$ cat src/cad_defines.vh
`ifndef CAD_DEFINES_VH
`define CAD_DEFINES_VH
// Status register offset
`define CAD_REG_STATUS 8'h4b
// Status field positions
`define CAD_STAT_OUT_LSB 0
`define CAD_STAT_SEL_LSB 5
// Active filter codes
`define CAD_SEL_SIMPLE 2'h0
`define CAD_SEL_THREE 2'h1
`define CAD_SEL_UPPER 2'h2
`define CAD_SEL_LOWER 2'h3
// Fallback-mode codes
`define CAD_FB_BEST3 2'h0
`define CAD_FB_LOWER 2'h1
`define CAD_FB_FIXED 2'h2
`define CAD_FB_PAL2 2'h3
// Mix factor limits
`define CAD_MIX_ALL_COMB 6'h20
`define CAD_TAB_TOP 5'h1f
// Threshold fractions of full scale, in 1/64 steps
`define CAD_THR_5 7'h03
`define CAD_THR_15 7'h0a
`define CAD_THR_25 7'h10
`define CAD_THR_50 7'h20
`define CAD_PIPE_LAT 3
`endif

$ cat src/cad_comb_adaption.v
`timescale 1ns/1ps
`include "cad_defines.vh"
// Contract
// - Two-bit rate compensation picks the quadrature default for other pixel rates.
// - NTSC steps 3-line to 2-line to simple; control can skip 2-line.
// - Architecture choice ignores mix factor; never offered for PAL. The code also forces lower 2-line in PAL when 3-line is off.
// - Adaption threshold picks 5, 15, 25 or 50 percent of full scale.
// - Smoothing bit low filters the per-pixel comb selection.
// - Fallback mode acts only with 3-line comb; 2-line means no adaption.
// - Mode 00 picks best of 3-line, upper and lower 2-line, NTSC.
// - Mode 01 falls back to lower 2-line when 3-line fails.
// - Mode 10 keeps 3-line always and sends larger errors to table.
// - Mode 11 picks the better of two 3-line combs, PAL only.
// - Two-bit active filter select per pixel, readable at 4Bh.
// - NTSC table errors follow the active comb.
// - PAL feeds lower errors to the table, except in mode 10, where it feeds the larger errors.
// - Packing field arranges error bits into the 8-bit address.
// - 256 by 5 programmable table gives the mix value.
// - Code 0 special, 1 gives 0, 2-30 pass, 31 gives 32.
// - Special-function field sets luma and chroma paths for code 0.
// - Flat-with-notch routes flat input through quarter-rate notch.
// - Smoothing filter bypassable; held and bypassed on special function.
// - Current table output readable at 4Bh.
// - Correlation from upper versus lower error differences, percent of scale.
// - Crossfade adds mix times combed high luma; chroma subtracts it.
// - Lower and upper luma errors come from rectified line differences.
module cad_comb_adaption #(
  parameter EW = 8
) (
  input wire i_clk,
  input wire i_reset_n,
  input wire i_pal_mode,
  input wire i_arch_three_line,
  input wire i_skip_two_line,
  input wire [1:0] i_rate_compensation_select,
  input wire [1:0] i_adaption_threshold,
  input wire i_fast_select,
  input wire [1:0] i_fallback_mode,
  input wire [1:0] i_table_input_packing,
  input wire [1:0] i_zero_code_function,
  input wire i_mix_smoothing_bypass,
  input wire i_three_fail,
  input wire [EW-1:0] i_upper_luma_error,
  input wire [EW-1:0] i_upper_magnitude_error,
  input wire [EW-1:0] i_upper_phase_error,
  input wire [EW-1:0] i_lower_luma_error,
  input wire [EW-1:0] i_lower_magnitude_error,
  input wire [EW-1:0] i_lower_phase_error,
  input wire i_tab_we,
  input wire [7:0] i_tab_addr,
  input wire [4:0] i_tab_wdata,
  input wire [7:0] i_reg_addr,
  output reg [7:0] o_reg_rdata,
  output reg [1:0] o_rate_comp,
  output reg [1:0] o_active_filter_select,
  output reg [5:0] o_mix,
  output reg o_special,
  output reg o_luma_comb,
  output reg o_chroma_comb,
  output reg o_luma_flat_notch
);
  ////////////////////////////////////////////////////////////////////////////
  reg rst_meta_ff;
  reg rst_sync_ff;
  wire rst_n = rst_sync_ff;
  always @(posedge i_clk or negedge i_reset_n) begin
    if (!i_reset_n) begin
      rst_meta_ff <= 1'b0;
      rst_sync_ff <= 1'b0;
    end else begin
      rst_meta_ff <= 1'b1;
      rst_sync_ff <= rst_meta_ff;
    end
  end

  ////////////////////////////////////////////////////////////////////////////
  // Scale threshold fraction (1/64 units) to error width
  function [EW-1:0] thr_of;
    input [1:0] code;
    reg [6:0] f;
    reg [EW+6:0] p;
    begin
      case (code)
        2'h0: f = `CAD_THR_5;
        2'h1: f = `CAD_THR_15;
        2'h2: f = `CAD_THR_25;
        default: f = `CAD_THR_50;
      endcase
      p = {7'h00, {EW{1'b1}}} * {{EW{1'b0}}, f};
      thr_of = p[EW+5:6];
    end
  endfunction

  function [EW-1:0] absdiff;
    input [EW-1:0] a;
    input [EW-1:0] b;
    begin
      absdiff = (a > b) ? (a - b) : (b - a);
    end
  endfunction

  function [EW-1:0] maxof;
    input [EW-1:0] a;
    input [EW-1:0] b;
    begin
      maxof = (a > b) ? a : b;
    end
  endfunction

  // Zero-code paths as {luma comb, chroma comb, luma flat with notch}
  function [2:0] zero_code_paths;
    input [1:0] code;
    begin
      case (code)
        2'h0: zero_code_paths = 3'h4;
        2'h1: zero_code_paths = 3'h2;
        2'h2: zero_code_paths = 3'h1;
        default: zero_code_paths = 3'h3;
      endcase
    end
  endfunction

  ////////////////////////////////////////////////////////////////////////////
  // Stage 1: correlation and raw comb choice
  wire [EW-1:0] thr = thr_of(i_adaption_threshold);
  wire [EW-1:0] d_luma = absdiff(i_upper_luma_error, i_lower_luma_error);
  wire [EW-1:0] d_phase = absdiff(i_upper_phase_error, i_lower_phase_error);
  wire [EW-1:0] d_mag = absdiff(i_upper_magnitude_error, i_lower_magnitude_error);
  wire decorrelated = (d_luma > thr) || (d_phase > thr) || (d_mag > thr);
  // Errors arrive rectified from line differences, so plain unsigned sums suffice
  wire [EW:0] up_sum = {1'b0, i_upper_luma_error} + {1'b0, i_upper_magnitude_error};
  wire [EW:0] lo_sum = {1'b0, i_lower_luma_error} + {1'b0, i_lower_magnitude_error};
  wire upper_better = up_sum < lo_sum;

  reg [1:0] nxt_sel;
  // Choice uses only error signals, never the mix value
  always @* begin
    nxt_sel = `CAD_SEL_THREE;
    if (!i_arch_three_line) begin
      nxt_sel = `CAD_SEL_LOWER;
    end else begin
      case (i_fallback_mode)
        `CAD_FB_BEST3: begin
          if (!i_pal_mode && i_three_fail && decorrelated) begin
            if (i_skip_two_line) nxt_sel = `CAD_SEL_SIMPLE;
            else nxt_sel = upper_better ? `CAD_SEL_UPPER : `CAD_SEL_LOWER;
          end
        end
        `CAD_FB_LOWER: begin
          if (!i_pal_mode && i_three_fail) begin
            nxt_sel = i_skip_two_line ? `CAD_SEL_SIMPLE : `CAD_SEL_LOWER;
          end
        end
        `CAD_FB_FIXED: nxt_sel = `CAD_SEL_THREE;
        `CAD_FB_PAL2: begin
          // Two 3-line candidates encoded as three and upper-three
          if (i_pal_mode && upper_better) nxt_sel = `CAD_SEL_UPPER;
        end
        default: nxt_sel = `CAD_SEL_THREE;
      endcase
    end
  end

  // Selection smoothing: change only when two pixels agree
  reg [1:0] cand_ff;
  reg [1:0] sel_ff;
  wire [1:0] sel_now = i_fast_select ? nxt_sel :
    ((nxt_sel == cand_ff) ? nxt_sel : sel_ff);

  ////////////////////////////////////////////////////////////////////////////
  // Error set for the table
  reg [EW-1:0] e_y;
  reg [EW-1:0] e_m;
  reg [EW-1:0] e_p;
  always @* begin
    e_y = i_lower_luma_error;
    e_m = i_lower_magnitude_error;
    e_p = i_lower_phase_error;
    if (i_pal_mode && i_fallback_mode != `CAD_FB_FIXED) begin
      e_y = i_lower_luma_error;
    end else begin
      case (sel_now)
        `CAD_SEL_UPPER: begin
          e_y = i_upper_luma_error;
          e_m = i_upper_magnitude_error;
          e_p = i_upper_phase_error;
        end
        `CAD_SEL_LOWER: e_y = i_lower_luma_error;
        default: begin
          e_y = maxof(i_upper_luma_error, i_lower_luma_error);
          e_m = maxof(i_upper_magnitude_error, i_lower_magnitude_error);
          e_p = maxof(i_upper_phase_error, i_lower_phase_error);
        end
      endcase
    end
  end

  reg [7:0] addr;
  always @* begin
    case (i_table_input_packing)
      2'h0: addr = {e_p[EW-1:EW-2], e_m[EW-1:EW-3], e_y[EW-1:EW-3]};
      2'h1: addr = {e_m[EW-1:EW-4], e_y[EW-1:EW-4]};
      2'h2: addr = {e_p[EW-1:EW-3], e_m[EW-1:EW-3], e_y[EW-1:EW-2]};
      default: addr = {e_p[EW-1:EW-4], e_m[EW-1:EW-4]};
    endcase
  end

  ////////////////////////////////////////////////////////////////////////////
  // Stage 2: table lookup; contents undefined until software loads them
  reg [4:0] table_mem [0:255];
  reg [4:0] tab_out_ff;
  reg [1:0] sel2_ff;
  always @(posedge i_clk) begin
    if (i_tab_we) table_mem[i_tab_addr] <= i_tab_wdata;
  end

  always @(posedge i_clk or negedge rst_n) begin
    if (!rst_n) begin
      cand_ff <= `CAD_SEL_THREE;
      sel_ff <= `CAD_SEL_THREE;
      tab_out_ff <= 5'h00;
      sel2_ff <= `CAD_SEL_THREE;
    end else begin
      cand_ff <= nxt_sel;
      sel_ff <= sel_now;
      tab_out_ff <= table_mem[addr];
      sel2_ff <= sel_now;
    end
  end

  ////////////////////////////////////////////////////////////////////////////
  // Stage 3: code to mix factor
  reg [5:0] mix_raw;
  always @* begin
    if (tab_out_ff == 5'h01) mix_raw = 6'h00;
    else if (tab_out_ff == `CAD_TAB_TOP) mix_raw = `CAD_MIX_ALL_COMB;
    else mix_raw = {1'b0, tab_out_ff};
  end
  wire special = (tab_out_ff == 5'h00);
  wire [2:0] zero_paths = zero_code_paths(i_zero_code_function);

  ////////////////////////////////////////////////////////////////////////////
  // Status word; top bit reads zero so the reserved bit stays stable for software
  reg [7:0] status_word;
  always @* begin
    status_word = 8'h00;
    status_word[`CAD_STAT_OUT_LSB +: 5] = tab_out_ff;
    status_word[`CAD_STAT_SEL_LSB +: 2] = sel2_ff;
  end

  wire [5:0] mix_sm;
  cad_mix_smoother u_smooth (
    .i_clk(i_clk),
    .i_rst_n(rst_n),
    .i_bypass(i_mix_smoothing_bypass),
    .i_hold(special),
    .i_mix(mix_raw),
    .o_mix(mix_sm)
  );

  reg [1:0] sel3_ff;
  reg special3_ff;
  always @(posedge i_clk or negedge rst_n) begin
    if (!rst_n) begin
      sel3_ff <= `CAD_SEL_THREE;
      special3_ff <= 1'b0;
    end else begin
      sel3_ff <= sel2_ff;
      special3_ff <= special;
    end
  end

  ////////////////////////////////////////////////////////////////////////////
  // Outputs to the crossfade, mix scales combed high luma downstream
  always @(posedge i_clk or negedge rst_n) begin
    if (!rst_n) begin
      o_rate_comp <= 2'h0;
      o_active_filter_select <= `CAD_SEL_THREE;
      o_mix <= 6'h00;
      o_special <= 1'b0;
      o_luma_comb <= 1'b0;
      o_chroma_comb <= 1'b0;
      o_luma_flat_notch <= 1'b0;
      o_reg_rdata <= 8'h00;
    end else begin
      // Passed on only; the quadrature separator outside this block applies it
      o_rate_comp <= i_rate_compensation_select;
      o_active_filter_select <= sel3_ff;
      o_mix <= mix_sm;
      o_special <= special3_ff;
      o_luma_comb <= special3_ff && zero_paths[2];
      o_chroma_comb <= special3_ff && zero_paths[1];
      o_luma_flat_notch <= special3_ff && zero_paths[0];
      if (i_reg_addr == `CAD_REG_STATUS) begin
        o_reg_rdata <= status_word;
      end else begin
        o_reg_rdata <= 8'h00;
      end
    end
  end
endmodule // cad_comb_adaption

$ cat src/cad_mix_smoother.v
`timescale 1ns/1ps
`include "cad_defines.vh"
module cad_mix_smoother (
  input wire i_clk,
  input wire i_rst_n,
  input wire i_bypass,
  input wire i_hold,
  input wire [5:0] i_mix,
  output reg [5:0] o_mix
);
  reg [5:0] held_ff;
  // Current code averaged with the last one, so filter and bypass share latency
  wire [6:0] sum = {1'b0, i_mix} + {1'b0, held_ff} + 7'h01;
  wire [5:0] avg = sum[6:1];
  always @(posedge i_clk or negedge i_rst_n) begin
    if (!i_rst_n) begin
      held_ff <= 6'h00;
      o_mix <= 6'h00;
    end else begin
      // Input frozen on special function
      if (!i_hold) begin
        held_ff <= i_mix;
      end
      // Two-tap average stops pixel-rate flicker between comb and simple
      if (i_hold || i_bypass) begin
        o_mix <= i_mix;
      end else begin
        o_mix <= avg;
      end
    end
  end
endmodule // cad_mix_smoother

$ cat config.mk
export PLATFORM = sky130hd
export DESIGN_NAME = cad_comb_adaption
export DESIGN_NICKNAME = d
export VERILOG_FILES = /design/src/cad_comb_adaption.v /design/src/cad_mix_smoother.v
export VERILOG_INCLUDE_DIRS = /design/src
export SDC_FILE = /design/constraint.sdc
export NUM_CORES = 2
export LEC_CHECK = 0
export ABC_AREA = 1
export BUFFER_PORTS_ARGS = -buffer_cell sky130_fd_sc_hd__buf_2
export CORE_UTILIZATION = 31
export CTS_CLUSTER_DIAMETER = 50
export DETAILED_ROUTE_END_ITERATION = 8
export HOLD_SLACK_MARGIN = 0.02
export SETUP_SLACK_MARGIN = 0.15
export SLEW_MARGIN = 20
export SYNTH_ARGS = -nofsm -noshare
export SYNTH_HDL_FRONTEND = slang
export SYNTH_SLANG_ARGS = --single-unit
$ cat constraint.sdc
create_clock -name i_clk -period 2.3 [get_ports i_clk]
set_input_delay 0.345 -clock i_clk [delete_from_list [all_inputs] [get_ports i_clk]]
set_output_delay 0.345 -clock i_clk [all_outputs]
set_load 0.005 [all_outputs]
==> results.toml <==
[status]
outcome = "finished with violations"
violations = "negative setup slack"

[critical_path]
regToRegSetupSlack_ps = -1080
crit_family = "simple AND/OR/NAND/NOR gates"
crit_fanout = 19
crit_slowest_cell = "fa_2"
timing.rr.start = "cand_ff[0]"
critical_path.startpoint_type = "primary input"
worst_ep_required_time_ps = 3030
worstSetupStartpoint = "i_upper_luma_error[0]"
worst-path-buf-inv = 11
setup.worst_path.end_class = "flip-flop"
worstReg2RegEnd = "tab_out_ff[1]"
cp_slowest_stage_delay_ps = 350
worstRegToRegCells = 22
arrival_ps = 6270
crit_type = "in2reg"

[worst_hold_path]
hold_sp = "i_arch_three_line"
min_delay_worst_endpoint = "cand_ff[0]"
worst_hold_path.num_cells = 5
hold_path_class = "in2reg"

[synth]
postSynthCellCount = 5964
syn_area_per_cell_um2 = 10.2
most_common_cell_in_the_synthesized_netlist = "nand2_1"
synth_seq_cells = 1327
synthesis.nets = 6163
netlist-cell-type-count = 55
post_synth_main_area_contributors = "edfxtp_1 (63%), nand2_1 (10%), nand3_1 (6.8%)"
synthDominantCellAreaShare = 0.630
ys_async_sr_fraction = 0.0354
synthFlopType = "edfxtp_1"
netlist_top_cells_count = "nand2_1 (1665), edfxtp_1 (1280), nand3_1 (833), inv_1 (762), nor2_1 (390)"
synth_edf_count = 1280
mappedNetlistArea_um2 = 61000
synth.yosys.seq_area_share = 0.650
yosys_warnings = 0
synth_largest_area_cell = "edfxtp_1"

[global_route]
grt.busiest_layer = "met2"
grt_antenna_before_repair = 11
grt_pass1_vias = 43532
grt_pass1_wl_um = 262000
use_met3 = 0.0295
grtUsageMet2 = 0.285
grt_max_degree = 77
grt.overflow.total = 0
gr-usage-met1 = 0.229
grt_usage = 0.173

[final_layout]
multi_input_comb_area_um2 = 18400
seqCellArea_um2 = 39600
num-nets-final = 6747
utilization = 0.395
fillerInstances = 18615
area_growth_pct = 26.6
post_route_cells_drive_above_1_share = 0.194

[power_and_ir_drop]
powerDensity_nw_per_um2 = 859
power.leakage_uw = 0.0313
vdd_ir_drop_max_v = 0.000855
post-layout-total-power_uw = 66300

[floorplan]
core-area_um2 = 195000
overall_die_area_um2 = 198000
initial_utilization = 0.312
die_w_um = 445
y_dimension_of_the_die_um = 445
row_count = 162
floorplan.io_pins = 110

[place]
place.gp.congestion = 0.892
numPortBuffers = 108
dp.final_hpwl_um = 110000

[timing]
hold_viol = 0
setup-violations-final = 10
drv_slew = 0
relSlewSlack = 0.521
tightest_slew_ps = 719
unrepaired_setup_endpoints_after_global_routing = "yes"
final_setup_skew_ps = 36.3
final_critical_path_setup_slack_ps = -3240
period_needed_ps = 5540
timing.fmax_mhz = 181
fin_crit_sh = 2.41

[cts]
cts_tree = "yes"
number_of_sinks_driven_by_the_clock_tree = 1327
clk_path_buf_depth = 3
path_clk_slew_ps = 60
numCtsBuffers = 147
htree_num_levels = 4
clock-root-buffer = "clkbuf_16"
worstSkewPairLatency_ps = 790

[drt]
avgRoutedWirePerCell_um = 19.3
postRouteAntennaNets = 0
finalWirelength_um = 180000
num_vias = 44996
post-route-drc-count = 0
drt_iter0_drcs = 4673
vias_per_std_cell = 4.84
drt_pass1_iterations = 7

[job]
cap_violations = 0
[registers in the layout, summed over array words and instances (netlist names), 2 cells and up]
name                    flops
table_mem                1280
o_reg_rdata                 7
o_mix                       6
u_smooth.held_ff            6
u_smooth.o_mix              6
tab_out_ff                  5
cand_ff                     2
o_active_filter_select      2
o_rate_comp                 2
sel2_ff                     2
sel3_ff                     2
[logic make-up after synthesis]
group / after synthesis / share of synthesized area
simple gates: 2931 / 0.200
xor+xnor: 33 / 0.00474
compound gates: 461 / 0.0455
fa+ha+maj: 111 / 0.0239
flops: 1327 / 0.650
other cells: 2 / 0.000123
mux: 6 / 0.00101
buf+inv: 1093 / 0.0750
[tightest hold or removal path, stage by stage]
cell and delay (ps):
buf_2 120, buf_4 120, nand2_2 50, buf_4 130, buf_6 110
[worst max path at each step]
| stage | to | cells after the start |
|---|---|---|
| 3_3_place_gp | tab_out_ff[3] | 50 |
| 4_1_cts | tab_out_ff[1] | 50 |
| 3_5_place_dp | tab_out_ff[2] | 51 |
| 6_report | tab_out_ff[1] | 48 |
| 5_1_grt | tab_out_ff[1] | 49 |
| 2_1_floorplan | tab_out_ff[1] | 48 |
[through the flow]
stage | TNS (ps) | std cells | instance area [um^2] | worst slack [ps] | hold WS, ps
floorplan | -20140 | 5964 | 61200 | -3050 | 49.4
global placement | -29230 | 8904 | 68700 | -4360 | 135
detailed placement | -29700 | 8904 | 68700 | -4360 | 136
CTS | -19210 | 9227 | 75200 | -3140 | -54.2
global route | -22450 | 9288 | 77100 | -3510 | 77.9
finish | -19880 | 9291 | 77200 | -3240 | 77.8
[layout by cell type (no fill, tap or decap), types with 7 or more instances in the layout]
cell and count:
nand2_4 7, o21ai_2 19, nand2_1 1634, edfxtp_1 1280
inv_2 14, inv_1 752, nand4_1 10, clkinv_2 25
clkinvlp_4 8, o211ai_1 144, dfrtp_1 38, nand3_4 31
a21oi_1 53, xnor2_1 13, nand2_2 32, ha_1 94
nand3_2 163, buf_12 114, nor2_2 7, dlygate4sd3_1 10
clkinv_1 19, clkbuf_16 176, nand3_1 642, xor2_1 20
buf_16 33, buf_2 101, buf_6 37, clkbuf_1 28
clkbuf_8 10, ha_4 8, inv_6 9, buf_4 422
o21ai_1 163, nor2_1 382, o21ai_0 48
[power breakdown]
| group | internal, uW | total (uW) | leakage, uW | switching, uW |
|---|---|---|---|---|
| Sequential | 26800 | 27000 | 0.0121 | 199 |
| Combinational | 6750 | 16600 | 0.0169 | 9830 |
| Clock | 13000 | 22700 | 0.00227 | 9770 |
[layer usage]
metal	up-vias	wire length, um	share of wire
met2	1754	84200	0.47
met1	21772	75700	0.42
li1	21177	-	-
met3	289	13900	0.077
met4	4	5760	0.032
met5	-	27	0.00015
[cell type report]
class | instances | area share
clock buffers | 189 | 0.0524
clock inverters | 73 | 0.00777
well taps | 2624 | 0.0426
repair buffers | 754 | 0.107
inverters | 773 | 0.0382
multi-input cells | 3545 | 0.239
flip-flops and latches | 1327 | 0.514
diodes | 6 | 0.000195
[timing repair]
item / in CTS / in global routing
setup endpoints to repair: 15 / 15
cloned: 17 / 25
hold buffers: 10 / 0
resized for setup: 210 / 234
pin swaps: 49 / 91
hold endpoints to repair: 33 / 0
setup buffers: 34 / 33
(Power assumes the default switching activity.)
